<file path="src/pkg/hba_defines.svh">
/*
 * Offsets, field positions, reset values and codes of the host bus access port.
 * Assumes inclusion by bare name from the design and bench files.
 */
`ifndef HBA_DEFINES_SVH
`define HBA_DEFINES_SVH
`define HBA_REG_LIMIT 24'h00fc00
`define HBA_OFS_CTRL 14'h0000
`define HBA_OFS_FIFO 14'h0001
`define HBA_OFS_STAT 14'h0002
`define HBA_CTRL_DMA_EN 0
`define HBA_CTRL_DSTP_EN 1
`define HBA_CTRL_TO_EN 2
`define HBA_CTRL_SWRST 3
`define HBA_CTRL_TO_LSB 8
`define HBA_CTRL_TO_MSB 15
`define HBA_CTRL_RST 32'h0000ff00
`define HBA_CTRL_MASK 32'h0000ff07
`define HBA_STAT_TO 0
`define HBA_STAT_WIDE 1
`define HBA_STAT_LVL_LSB 8
`define HBA_SZ_BYTE 2'h0
`define HBA_SZ_HALF 2'h1
`define HBA_SZ_WORD 2'h2
`endif

</file>
<file path="src/pkg/hba_pkg.sv">
/*
 * Types shared by the host bus access port.
 * Assumes the defines header is compiled alongside.
 */
package hba_pkg;
    typedef enum logic [2:0] {
        st_idle = 3'b001,
        st_mem = 3'b010,
        st_push = 3'b100
    } hba_state_t;
endpackage

</file>
<file path="src/hba_port.sv">
/*
 * Host bus access port: register space, memory-mapped SDRAM space, command input
 * FIFO with head readback, DMA flags and ready timeout, plus its FIFO.
 * Assumes one clock; the SDRAM side acknowledges each request with mem_ack and the
 * pixel processor drains the FIFO with pix_ready.
 */
// How it works
// - SDRAM writes of word, halfword and byte size go out with matching byte enables.
// - Register reads return correct data for any access size.
// - SDRAM reads fetch a word and return the addressed lane for every size.
// - Addresses below the register limit go to registers, the rest to SDRAM.
// - The width pin low selects 16-bit mode, high selects 32-bit mode.
// - Reading the FIFO address returns the head word without popping it.
// - The pixel processor pops on ref_clk independently of host reads, so host reads may skip words.
// - An enabled ready timeout releases a stuck access and flags it.
// - With the stop enable clear no pulse appears on the DMA stop output.
// - In 16-bit mode a word travels as two halfwords, most significant first.
`timescale 1ns/100ps
`include "hba_defines.svh"

module hba_fifo #(
    parameter int W = 32,
    parameter int DEPTH = 32
) (
    input wire logic clk,
    input wire logic rst,
    input wire logic flush,
    input wire logic in_valid,
    output logic in_ready,
    input wire logic [W-1:0] in_data,
    output logic out_valid,
    input wire logic out_ready,
    output logic [W-1:0] out_data,
    output logic [$clog2(DEPTH+2)-1:0] level
);
    localparam int PW = $clog2(DEPTH);
    localparam int CW = $clog2(DEPTH+2);
    // Pointers wrap naturally, so DEPTH must be a power of two.
    typedef struct packed {
        logic [DEPTH-1:0][W-1:0] mem;
        logic [PW-1:0] wptr;
        logic [PW-1:0] rptr;
        logic [CW-1:0] cnt;
        logic ov;
        logic [W-1:0] od;
    } hba_fifo_t;
    hba_fifo_t q, d;
    logic load;
    logic pop;
    logic push;
    logic stored;
    logic taken;

    assign in_ready = q.cnt < CW'(DEPTH);
    assign out_valid = q.ov;
    assign out_data = q.od;
    assign level = q.cnt + CW'(q.ov);

    always_comb begin
        d = q;
        pop = q.ov && out_ready;
        push = in_valid && in_ready;
        load = !q.ov || pop;
        stored = 1'b0;
        taken = 1'b0;
        if (pop) begin
            d.ov = 1'b0;
        end
        if (load && q.cnt != '0) begin
            d.od = q.mem[q.rptr];
            d.ov = 1'b1;
            d.rptr = PW'(q.rptr + 1'b1);
            taken = 1'b1;
        end
        if (push) begin
            if (load && q.cnt == '0) begin
                d.od = in_data;
                d.ov = 1'b1;
            end else begin
                d.mem[q.wptr] = in_data;
                d.wptr = PW'(q.wptr + 1'b1);
                stored = 1'b1;
            end
        end
        d.cnt = CW'(q.cnt + CW'(stored) - CW'(taken));
        if (flush) begin
            d.wptr = '0;
            d.rptr = '0;
            d.cnt = '0;
            d.ov = 1'b0;
        end
    end

    always_ff @(posedge clk) begin
        if (rst) begin
            q <= '0;
        end else begin
            q <= d;
        end
    end
endmodule

module hba_port #(
    parameter int AW = 24,
    parameter int DEPTH = 32
) (
    input wire logic ref_clk,
    input wire logic rst,
    input wire logic width_sel,
    input wire logic [AW-1:0] host_addr,
    input wire logic [31:0] host_wdata,
    input wire logic [1:0] host_size,
    input wire logic host_we,
    input wire logic host_re,
    output logic [31:0] host_rdata,
    output logic host_ready_n,
    output logic mem_req,
    output logic mem_we,
    output logic [AW-1:0] mem_addr,
    output logic [31:0] mem_wdata,
    output logic [3:0] mem_be,
    input wire logic [31:0] mem_rdata,
    input wire logic mem_ack,
    output logic pix_valid,
    input wire logic pix_ready,
    output logic [31:0] pix_data,
    output logic dma_request,
    output logic dma_stop_out
);
    import hba_pkg::*;
    localparam int CW = $clog2(DEPTH+2);

    function automatic logic [31:0] hba_lane(input logic [31:0] w, input logic [1:0] ofs,
                                             input logic [1:0] sz);
        logic [31:0] r;
        r = w;
        if (sz == `HBA_SZ_BYTE) begin
            r = w >> {~ofs, 3'h0};
            r = {24'h000000, r[7:0]};
        end else if (sz == `HBA_SZ_HALF) begin
            r = w >> {~ofs[1], 4'h0};
            r = {16'h0000, r[15:0]};
        end
        return r;
    endfunction

    function automatic logic [3:0] hba_be(input logic [1:0] ofs, input logic [1:0] sz);
        logic [3:0] b;
        b = 4'hf;
        if (sz == `HBA_SZ_BYTE) begin
            b = 4'h8 >> ofs;
        end else if (sz == `HBA_SZ_HALF) begin
            b = ofs[1] ? 4'h3 : 4'hc;
        end
        return b;
    endfunction

    typedef struct packed {
        logic [2:0] sync;
        logic wide;
        hba_state_t st;
        logic ready_n;
        logic [31:0] rdata;
        logic [31:0] ctrl;
        logic to_flag;
        logic [15:0] hi_w;
        logic [31:0] lo_r;
        logic [7:0] to_cnt;
        logic mreq;
        logic mwe;
        logic [AW-1:0] maddr;
        logic [31:0] mwd;
        logic [3:0] mbe;
        logic [1:0] rofs;
        logic [1:0] rsz;
        logic push;
        logic [31:0] pdata;
        logic dstp;
        logic flush;
        logic dreq;
    } hba_state_reg_t;
    hba_state_reg_t s_q, s_d;

    logic fifo_in_ready;
    logic fifo_ov;
    logic [31:0] fifo_od;
    logic [CW-1:0] fifo_lvl;
    logic is_reg;
    logic [13:0] widx;
    logic [1:0] ofs;
    logic [31:0] rword;
    logic [31:0] wput;
    logic [31:0] wval;
    logic wcommit;
    logic [3:0] be;

    hba_fifo #(.W(32), .DEPTH(DEPTH)) u_fifo (
        .clk(ref_clk),
        .rst(rst),
        .flush(s_q.flush),
        .in_valid(s_q.push),
        .in_ready(fifo_in_ready),
        .in_data(s_q.pdata),
        .out_valid(fifo_ov),
        .out_ready(pix_ready),
        .out_data(fifo_od),
        .level(fifo_lvl)
    );

    assign is_reg = host_addr < AW'(`HBA_REG_LIMIT);
    assign widx = host_addr[15:2];
    assign ofs = host_addr[1:0];
    assign be = hba_be(ofs, host_size);
    assign host_rdata = s_q.rdata;
    assign host_ready_n = s_q.ready_n;
    assign mem_req = s_q.mreq;
    assign mem_we = s_q.mwe;
    assign mem_addr = s_q.maddr;
    assign mem_wdata = s_q.mwd;
    assign mem_be = s_q.mbe;
    assign pix_valid = fifo_ov;
    assign pix_data = fifo_od;
    assign dma_request = s_q.dreq;
    assign dma_stop_out = s_q.dstp;

    always_comb begin
        s_d = s_q;
        rword = 32'h00000000;
        wput = host_wdata;
        wval = host_wdata;
        wcommit = 1'b0;
        s_d.dstp = 1'b0;
        s_d.flush = 1'b0;
        // Only the agreeing second and third stages may change the mode.
        s_d.sync = {s_q.sync[1:0], width_sel};
        if (s_q.sync[1] == s_q.sync[2]) begin
            s_d.wide = s_q.sync[2];
        end
        case (widx)
            `HBA_OFS_CTRL: rword = s_q.ctrl;
            `HBA_OFS_FIFO: rword = fifo_ov ? fifo_od : 32'h00000000;
            `HBA_OFS_STAT: begin
                rword[`HBA_STAT_TO] = s_q.to_flag;
                rword[`HBA_STAT_WIDE] = s_q.wide;
                rword[`HBA_STAT_LVL_LSB +: CW] = fifo_lvl;
            end
            default: rword = 32'h00000000;
        endcase
        if (host_size == `HBA_SZ_BYTE) begin
            wput = {4{host_wdata[7:0]}};
        end else if (host_size == `HBA_SZ_HALF) begin
            wput = {2{host_wdata[15:0]}};
        end
        if (s_q.wide) begin
            for (int i = 0; i < 4; i++) begin
                wval[i*8 +: 8] = be[i] ? wput[i*8 +: 8] : rword[i*8 +: 8];
            end
            wcommit = 1'b1;
        end else if (ofs[1]) begin
            wval = {s_q.hi_w, host_wdata[15:0]};
            wcommit = 1'b1;
        end
        case (s_q.st)
            st_idle: begin
                s_d.to_cnt = 8'h00;
                if (host_re && is_reg) begin
                    if (s_q.wide || !ofs[1]) begin
                        s_d.lo_r = rword;
                        s_d.rdata = hba_lane(rword, ofs, host_size);
                    end else begin
                        s_d.rdata = hba_lane(s_q.lo_r, ofs, host_size);
                    end
                end else if (host_we && is_reg) begin
                    if (!s_q.wide && !ofs[1]) begin
                        s_d.hi_w = host_wdata[15:0];
                    end
                    if (wcommit && widx == `HBA_OFS_CTRL) begin
                        s_d.ctrl = wval & `HBA_CTRL_MASK;
                        // Software must stop its own DMA first; the pulse is not reliable.
                        if (s_q.ctrl[`HBA_CTRL_DSTP_EN] && (wval[`HBA_CTRL_SWRST] ||
                            (s_q.ctrl[`HBA_CTRL_DMA_EN] && !wval[`HBA_CTRL_DMA_EN]))) begin
                            s_d.dstp = 1'b1;
                        end
                        s_d.flush = wval[`HBA_CTRL_SWRST];
                    end else if (wcommit && widx == `HBA_OFS_STAT) begin
                        if (wval[`HBA_STAT_TO]) begin
                            s_d.to_flag = 1'b0;
                        end
                    end else if (wcommit && widx == `HBA_OFS_FIFO) begin
                        s_d.push = 1'b1;
                        s_d.pdata = wval;
                        s_d.ready_n = 1'b0;
                        s_d.st = st_push;
                    end
                end else if ((host_re || host_we) && !is_reg) begin
                    s_d.mreq = 1'b1;
                    s_d.mwe = host_we;
                    s_d.maddr = host_addr;
                    s_d.mwd = wput;
                    s_d.mbe = be;
                    s_d.rofs = ofs;
                    s_d.rsz = host_size;
                    s_d.ready_n = 1'b0;
                    s_d.st = st_mem;
                end
            end
            st_mem: begin
                s_d.to_cnt = 8'(s_q.to_cnt + 1'b1);
                if (mem_ack) begin
                    s_d.mreq = 1'b0;
                    if (!s_q.mwe) begin
                        s_d.rdata = hba_lane(mem_rdata, s_q.rofs, s_q.rsz);
                    end
                    s_d.ready_n = 1'b1;
                    s_d.st = st_idle;
                end
            end
            st_push: begin
                s_d.to_cnt = 8'(s_q.to_cnt + 1'b1);
                if (fifo_in_ready) begin
                    s_d.push = 1'b0;
                    s_d.ready_n = 1'b1;
                    s_d.st = st_idle;
                end
            end
            default: begin
                s_d.st = st_idle;
                s_d.ready_n = 1'b1;
            end
        endcase
        if (s_q.st != st_idle && s_d.st != st_idle && s_q.ctrl[`HBA_CTRL_TO_EN] &&
            s_q.to_cnt >= s_q.ctrl[`HBA_CTRL_TO_MSB:`HBA_CTRL_TO_LSB]) begin
            s_d.mreq = 1'b0;
            s_d.push = 1'b0;
            s_d.rdata = 32'h00000000;
            s_d.ready_n = 1'b1;
            s_d.to_flag = 1'b1;
            s_d.st = st_idle;
        end
        s_d.dreq = s_d.ctrl[`HBA_CTRL_DMA_EN] && fifo_in_ready;
    end

    always_ff @(posedge ref_clk) begin
        if (rst) begin
            s_q <= '0;
            s_q.st <= st_idle;
            s_q.ready_n <= 1'b1;
            s_q.ctrl <= `HBA_CTRL_RST;
        end else begin
            s_q <= s_d;
        end
    end

    // ----------------------------------------------------------------
    // Checks
    // ----------------------------------------------------------------
    chk_mem_lane: assert property (@(posedge ref_clk) disable iff (rst)
        s_q.st == st_mem && mem_ack && !s_q.mwe |=> host_ready_n &&
        host_rdata == hba_lane($past(mem_rdata), $past(s_q.rofs), $past(s_q.rsz)))
        else $error("SDRAM read lane wrong");
    chk_reg_read_now: assert property (@(posedge ref_clk) disable iff (rst)
        s_q.st == st_idle && host_re && is_reg |=> host_ready_n && s_q.st == st_idle)
        else $error("register read waited");
    chk_no_stop_pulse: assert property (@(posedge ref_clk) disable iff (rst)
        !s_q.ctrl[`HBA_CTRL_DSTP_EN] |=> !dma_stop_out)
        else $error("stop pulse while disabled");
    chk_fifo_head_peek: assert property (@(posedge ref_clk) disable iff (rst)
        s_q.st == st_idle && host_re && is_reg && widx == `HBA_OFS_FIFO && s_q.wide &&
        host_size == `HBA_SZ_WORD && fifo_ov |=> host_rdata == $past(fifo_od))
        else $error("FIFO head readback wrong");
    chk_timeout_bound: assert property (@(posedge ref_clk) disable iff (rst)
        s_q.ctrl[`HBA_CTRL_TO_EN] && $stable(s_q.ctrl) && s_q.st != st_idle |->
        s_q.to_cnt <= s_q.ctrl[`HBA_CTRL_TO_MSB:`HBA_CTRL_TO_LSB])
        else $error("timeout overrun");
    chk_region_split: assert property (@(posedge ref_clk) disable iff (rst)
        s_q.st == st_idle && (host_we || host_re) && !is_reg |=>
        mem_req && host_ready_n == 1'b0 && mem_addr == $past(host_addr))
        else $error("SDRAM access not issued");
    chk_byte_enable: assert property (@(posedge ref_clk) disable iff (rst)
        s_q.st == st_idle && host_we && !is_reg && host_size == `HBA_SZ_BYTE |=>
        $onehot(mem_be) && mem_we)
        else $error("byte write enables wrong");
    chk_mode_filter: assert property (@(posedge ref_clk) disable iff (rst)
        s_q.sync[1] != s_q.sync[2] |=> s_q.wide == $past(s_q.wide))
        else $error("mode changed on disagreement");
    chk_half_order: assert property (@(posedge ref_clk) disable iff (rst)
        s_q.st == st_idle && host_we && is_reg && widx == `HBA_OFS_FIFO && !s_q.wide &&
        ofs[1] |=> s_q.pdata == {$past(s_q.hi_w), $past(host_wdata[15:0])})
        else $error("halfword order wrong");
    chk_ready_held: assert property (@(posedge ref_clk) disable iff (rst)
        s_q.st != st_idle |-> !host_ready_n)
        else $error("ready released early");
    cov_mem_read: cover property (@(posedge ref_clk) disable iff (rst)
        s_q.st == st_mem && mem_ack && !s_q.mwe);
    cov_timeout: cover property (@(posedge ref_clk) disable iff (rst) $rose(s_q.to_flag));
    cov_fifo_stall: cover property (@(posedge ref_clk) disable iff (rst)
        s_q.st == st_push && !fifo_in_ready);
    cov_peek_pop: cover property (@(posedge ref_clk) disable iff (rst)
        host_re && widx == `HBA_OFS_FIFO && pix_ready && fifo_ov);
endmodule

</file>
<file path="config.mk">
export PLATFORM = sky130hd
export DESIGN_NAME = hba_port
export DESIGN_NICKNAME = d
export VERILOG_FILES = /design/src/pkg/hba_pkg.sv /design/src/hba_port.sv
export VERILOG_INCLUDE_DIRS = /design/src /design/src/pkg
export SDC_FILE = /design/constraint.sdc
export NUM_CORES = 2
export LEC_CHECK = 0
export BUFFER_PORTS_ARGS = -buffer_cell sky130_fd_sc_hd__buf_2
export CORE_ASPECT_RATIO = 0.6
export CORE_MARGIN = 5
export CORE_UTILIZATION = 55
export DETAILED_ROUTE_END_ITERATION = 7
export PLACE_DENSITY = 0.69
export SLEW_MARGIN = 20
export SYNTH_ARGS = -nofsm -noshare
export SYNTH_HDL_FRONTEND = slang
export SYNTH_SLANG_ARGS = --single-unit
</file>
<file path="constraint.sdc">
create_clock -name ref_clk -period 4.1 [get_ports ref_clk]
set_input_delay 0.41 -clock ref_clk [delete_from_list [all_inputs] [get_ports ref_clk]]
set_output_delay 0.41 -clock ref_clk [all_outputs]
set_load 0.01 [all_outputs]
</file>
### After elaboration in Yosys (flattened, before gate mapping)

Cells that the tools add are included.

* register bits: 1283
* input bits: 97
* output and inout port bits: 130
* logic and storage cells: 244

* add/sub/neg operators: 6
* $lt $le $gt $ge: 6
* eq/ne operators: 27
* shifts and indexed selects: 7
* multiplexer cells: 74
* bitwise operators: 10
* reductions and logical operators: 54

Operator list (count)
* bitwise mux 1024 bit: 1
* two-way mux 32 bit: 18
* two-way mux 33 bit: 6
* binary-select mux 32 bit (select 5 bit): 1
* demux 32 bit (select 5 bit): 1
* two-way mux 66 bit: 2
* two-way mux 101 bit: 1
* >> shifter 32 x 5 -> 16 bit: 3
* >> shifter 32 x 5 -> 8 bit: 3
* case mux 32 bit (2 select lines): 1
* two-way mux 50 bit: 1
* two-way mux 4 bit: 10
* two-way mux 18 bit: 2
* two-way mux 36 bit: 1
* case mux 18 bit (2 select lines): 1
* two-way mux 35 bit: 1
* two-way mux 8 bit: 4
* less-than comparator 24 x 16 -> 1 bit (second input constant): 1
* inequality test 2 bit (second input constant): 11
* logical AND 1 bit: 18
* case mux 6 bit (3 select lines): 1
* two-way mux 16 bit: 1
* case mux 8 bit (2 select lines): 1
* AND reduction 4 bit: 4
* other kinds (41): 90

### Longest topological paths before layout

* depth after elaboration: 15
* depth in mapped cells: 15
* depth with buffers taken out: 15

### Cells and area by module

From an unflattened synthesis, not the netlist that was laid out.

* cells, all modules: 6504
* area, all modules: 59273.1 um^2

Modules (own cells, without submodules)
* hba_fifo: times used 1, cells an instance 4971, area each 47643.2 um^2, seq. area each 21480.6 um^2
* hba_port: times used 1, cells an instance 1533, area each 11629.9 um^2, seq. area each 4164.0 um^2

### Worst setup path before layout

OpenSTA, ideal clock, no wires.

* kind: register -> register
* from: register u_fifo.q[38] (netlist name)
* to: register u_fifo.q[37] (netlist name)
* library setup time: 0.128 ns
* data arrival time: 2.617 ns
* data required time: 3.972 ns
* slack: 1.356 ns
* cell stages (with the launch flop): 16
* path buffers: 0
* period minus slack after synthesis: 2.744 ns
* cells stage by stage: dfxtp_1 -> inv_1 -> ha_1 -> nor4bb_1 -> nor2_1 -> ha_1 -> inv_1 -> ha_1 -> inv_1 -> fa_1 -> inv_1 -> a21oi_1 -> nor2_1 -> nor2_1 -> xor2_1 -> nor2_1

* elaborated cells between the ends (all ways): 11
* classes of those cells: add/sub (2); order compare (1); mux (3); reduce/logical (5)

RTL lines
* from (decl): line hba_port.sv:47 `hba_fifo_t q, d;`
* from (signal assigned): line hba_port.sv:96 `q <= '0;`
* from (signal assigned): line hba_port.sv:98 `q <= d;`
* nonzero test 6 bit: line hba_port.sv:69 `if (load && q.cnt != '0) begin`
* logical AND 1 bit: line hba_port.sv:69
* two-way mux 1 bit: line hba_port.sv:69
* named net u_fifo.taken: line hba_port.sv:52 `logic taken;`
* subtractor 6 x 1 -> 6 bit: line hba_port.sv:85 `d.cnt = CW'(q.cnt + CW'(stored) - CW'(taken));`

The timed path passes the listed nets, and every way through them passes these cells.
A chain may end at the register's enable or synchronous reset.

### Worst setup path after layout

* from: input host_addr[12]
* to: register s_q, in the netlist host_rdata[7]

* cells in the longest elaborated chain, start to end: 13
* elaborated cells between the ends (all ways): 34
* classes of those cells: order compare (1); eq/ne (4); shift (2); mux (14); reduce/logical (13)

Ends and longest elaborated chain
* from (decl): line hba_port.sv:110 `input wire logic [AW-1:0] host_addr,`
* parallel branches: the longest is 13 deep, another holds less-than comparator 24 x 16 -> 1 bit
* to (decl): line hba_port.sv:182 `hba_state_reg_t s_q, s_d;`

Parallel ways; which one is timed is not known. The select of a mux whose other input is x is not followed.

==> flow_summary.toml <==
[setup_path]
crit_cells = 8
crit_slowest_cell = "or4_1"
endpoint_kind = "register"
r2r_slack_ps = 890
startpoint = "host_addr[12]"
cp.arrival_ps = 3850
cp.required_ps = 4740
r2r_start = "u_fifo.q[38]"
reg2reg_depth = 10
critPathKind = "in -> reg"
path_cells = "dlygate4sd3_1, buf_2, or4_1, nor3_1, nand3_1, o31ai_1, a221oi_1, a211oi_1"
max_stage_delay_ps = 790
r2r_end = "u_fifo.q[1046]"
cp-start-kind = "input pin"
path_buf_inv = 2
crit_fanout = 8
crit_family = "simple AND/OR/NAND/NOR gates"

[routing]
drtIter0Drc = 7205
wire_per_inst_um = 24.2
first_pass_iters = 6
num_vias = 51004
avgViaCountPerCell = 6.22
ant_nets = 0
wl_um = 199000
drc = 0

[yosys]
yosysUniqueCellTypes = 72
synth.area.top_cells = "dfxtp_1 45%, nand2_1 15%, mux4_2 10%"
avgSynthCellArea_um2 = 8.24
synth_largest_area_cell = "dfxtp_1"
synthesis.area_um2 = 57400
synth.top_cell.area_share = 0.447
synth_edf_count = 0
synth_warnings = 0
synthFlopType = "dfxtp_1"
synth_nets = 7090
synth_seq_area_share = 0.447
synthArstFlopShare = 0
synth_cells = 6965
ys_ff_latch = 1281

[worst_hold_path]
worst_hold_path.endpoint = "mem_wdata[0]"
holdCritStartpoint = "host_wdata[0]"
hp-class = "in -> reg"
hold_depth = 3

[timing]
finalHoldViolCount = 0
timing.final.crit_period_ps = 3210
slew_headroom = 0.197
final.setup_skew_ps = 36.5
setup_viol = 0
hold_slack_ps = 70.4
report.final.slew_viol_count = 0
fin_crit_sh = 0.783
setup-tns-final_ps = 0
tightest_slew_ps = 1190
fin_ws_ps = 891
rsz0062_at_grt = "no"
max_freq_ghz = 0.312

[clock_tree]
cts.repair.resized = 0
ctsRootBufferMaster = "clkbuf_16"
cts_tree = "done"
numCtsBuffers = 115
htree_levels = 3
cts.path.max_buffers = 3
clk_pin_slew_ps = 70
worstSkewPairLatency_ps = 750
clock_sinks = 1281

[global_routing]
grt_max_degree = 226
antenna_found_initial = 4
met1_usage = 0.522
grtUsageTotal = 0.347
busiest_layer = "met1"
grt_util_met2 = 0.482
grt_util_met3 = 0.107
first_global_vias = 47800
overflow = 0
grt_pass1_wl_um = 298000

[placed_design]
dp_hpwl_um = 127000
port_buffers = 226
dp_slack_ps = 827
placedInstanceArea_um2 = 58300
gp_congestion = 1.05

[power_and_ir_drop]
cellLeakagePower_uw = 0.0205
ir_worst_vdd_mv = 0.392
finalPower_uw = 28000
power.density_nw_per_um2 = 448

[floorplanning]
start_util = 0.556
dieHeight_um = 260
dieWidth_um = 427
io_pins = 227
fp-row-count = 91
fp.dieArea_um2 = 111000
core_area_um2 = 103000

[run]
cap_violations = 0

[status]
run_status = "finished, final reports clean"

[final_layout]
drive_gt1_frac = 0.142
postLayoutCellArea_um2 = 62500
final_nets = 6834
area_delta_synth_final_pct = 8.95
==> tightest hold or removal path: stages <==
cell and delay (ps):
buf_2 190, nand2_1 100, a21oi_1 50
==> layout by cell type (no fill, tap or decap), types with 37 or more instances in the layout <==
cell and count:
a211oi_1 54, a21oi_1 1188, a22oi_1 37, buf_2 225, buf_4 148, clkbuf_16 117
clkbuf_8 43, dfxtp_1 1275, mux2_2 38, mux2i_1 159, mux4_2 267, nand2_1 2369
nand3_1 66, nor2_1 178, nor3_1 53, o21ai_0 118
==> where the power goes <==
part,leakage [uW],total [uW],internal (uW),switching (uW)
clock,0.00194,11300,6320,4950
combinational,0.00825,3930,1550,2380
sequential,0.0103,12800,12600,219
total,0.0205,28000,20400,7550
==> state kept, by name, summed over array words and instances, names as in the netlist <==
| name | flops |
|---|---|
| u_fifo.q | 1040 |
| s_q | 109 |
| host_rdata | 32 |
| mem_wdata | 32 |
| u_fifo.out_data | 32 |
| mem_addr | 24 |
| mem_be | 4 |
| s_d | 2 |
| dma_request | 1 |
| dma_stop_out | 1 |
| host_ready_n | 1 |
| mem_req | 1 |
| mem_we | 1 |
| u_fifo.out_valid | 1 |
==> cell usage after synthesis (10+ instances only) <==
cell type / n
clkbuf_1: 389
mux4_2: 267
o211ai_1: 14
buf_4: 126
ha_1: 27
a211oi_1: 54
dfxtp_1: 1281
and2_1: 12
buf_2: 39
inv_1: 30
nand3b_1: 10
nor2_1: 212
a311oi_1: 17
nand2b_1: 13
a221oi_1: 13
mux2i_1: 159
or2_2: 10
nor3_1: 56
nand2_1: 2369
o22ai_1: 15
nand3_1: 66
a31oi_1: 10
nor2b_1: 15
a22oi_1: 37
mux2_2: 38
a21oi_1: 1188
buf_1: 230
o21ai_0: 118
a221o_1: 33
==> routing by layer <==
| metal | wire, um | vias to the layer above | part of all wire |
|---|---|---|---|
| li1 | - | 22884 | - |
| met1 | 85600 | 24756 | 0.43 |
| met2 | 81300 | 3007 | 0.41 |
| met3 | 26900 | 351 | 0.14 |
| met4 | 4770 | 6 | 0.024 |
| met5 | 34 | - | 0.00017 |
==> through the flow <==
step	util	std cells
floorplan	-	6965
global placement	0.565	7961
detailed placement	0.565	7961
CTS	0.606	8195
global route	0.606	8196
finish	0.606	8198
==> cells by family after synthesis <==
kind of cell,after synthesis,share of synthesized area
xor+xnor,14,0.00214
mux,464,0.140
compound gates,1542,0.147
buf+inv,819,0.0633
simple gates,2817,0.194
fa+ha+maj,28,0.00624
flops,1281,0.447
==> timing repair <==
| item | CTS | global route |
|---|---|---|
| hold buffers | 26 | 0 |
| endpoints found under the hold margin | 26 | 0 |
| setup buffers | 0 | 0 |
==> layout make-up <==
class                   count  area, um2
well taps                1395       1750
clock buffers             177       3580
flip-flops and latches   1281      25700
diodes                      3       7.51
clock inverters            31        348
fillers                  8935      40600
repair buffers            416       2830
multi-input cells        4865      28200
inverters                  30        113
==> worst max-delay path by stage <==
stage | end | slack (ps)
3_5_place_dp | host_rdata[19] | 830
6_report | host_rdata[7] | 890
2_1_floorplan | u_fifo.q[37] | 1360
5_1_grt | u_fifo.q[37] | 560
4_1_cts | u_fifo.q[37] | 920
3_3_place_gp | host_rdata[27] | 820
(Power assumes the default switching activity.)
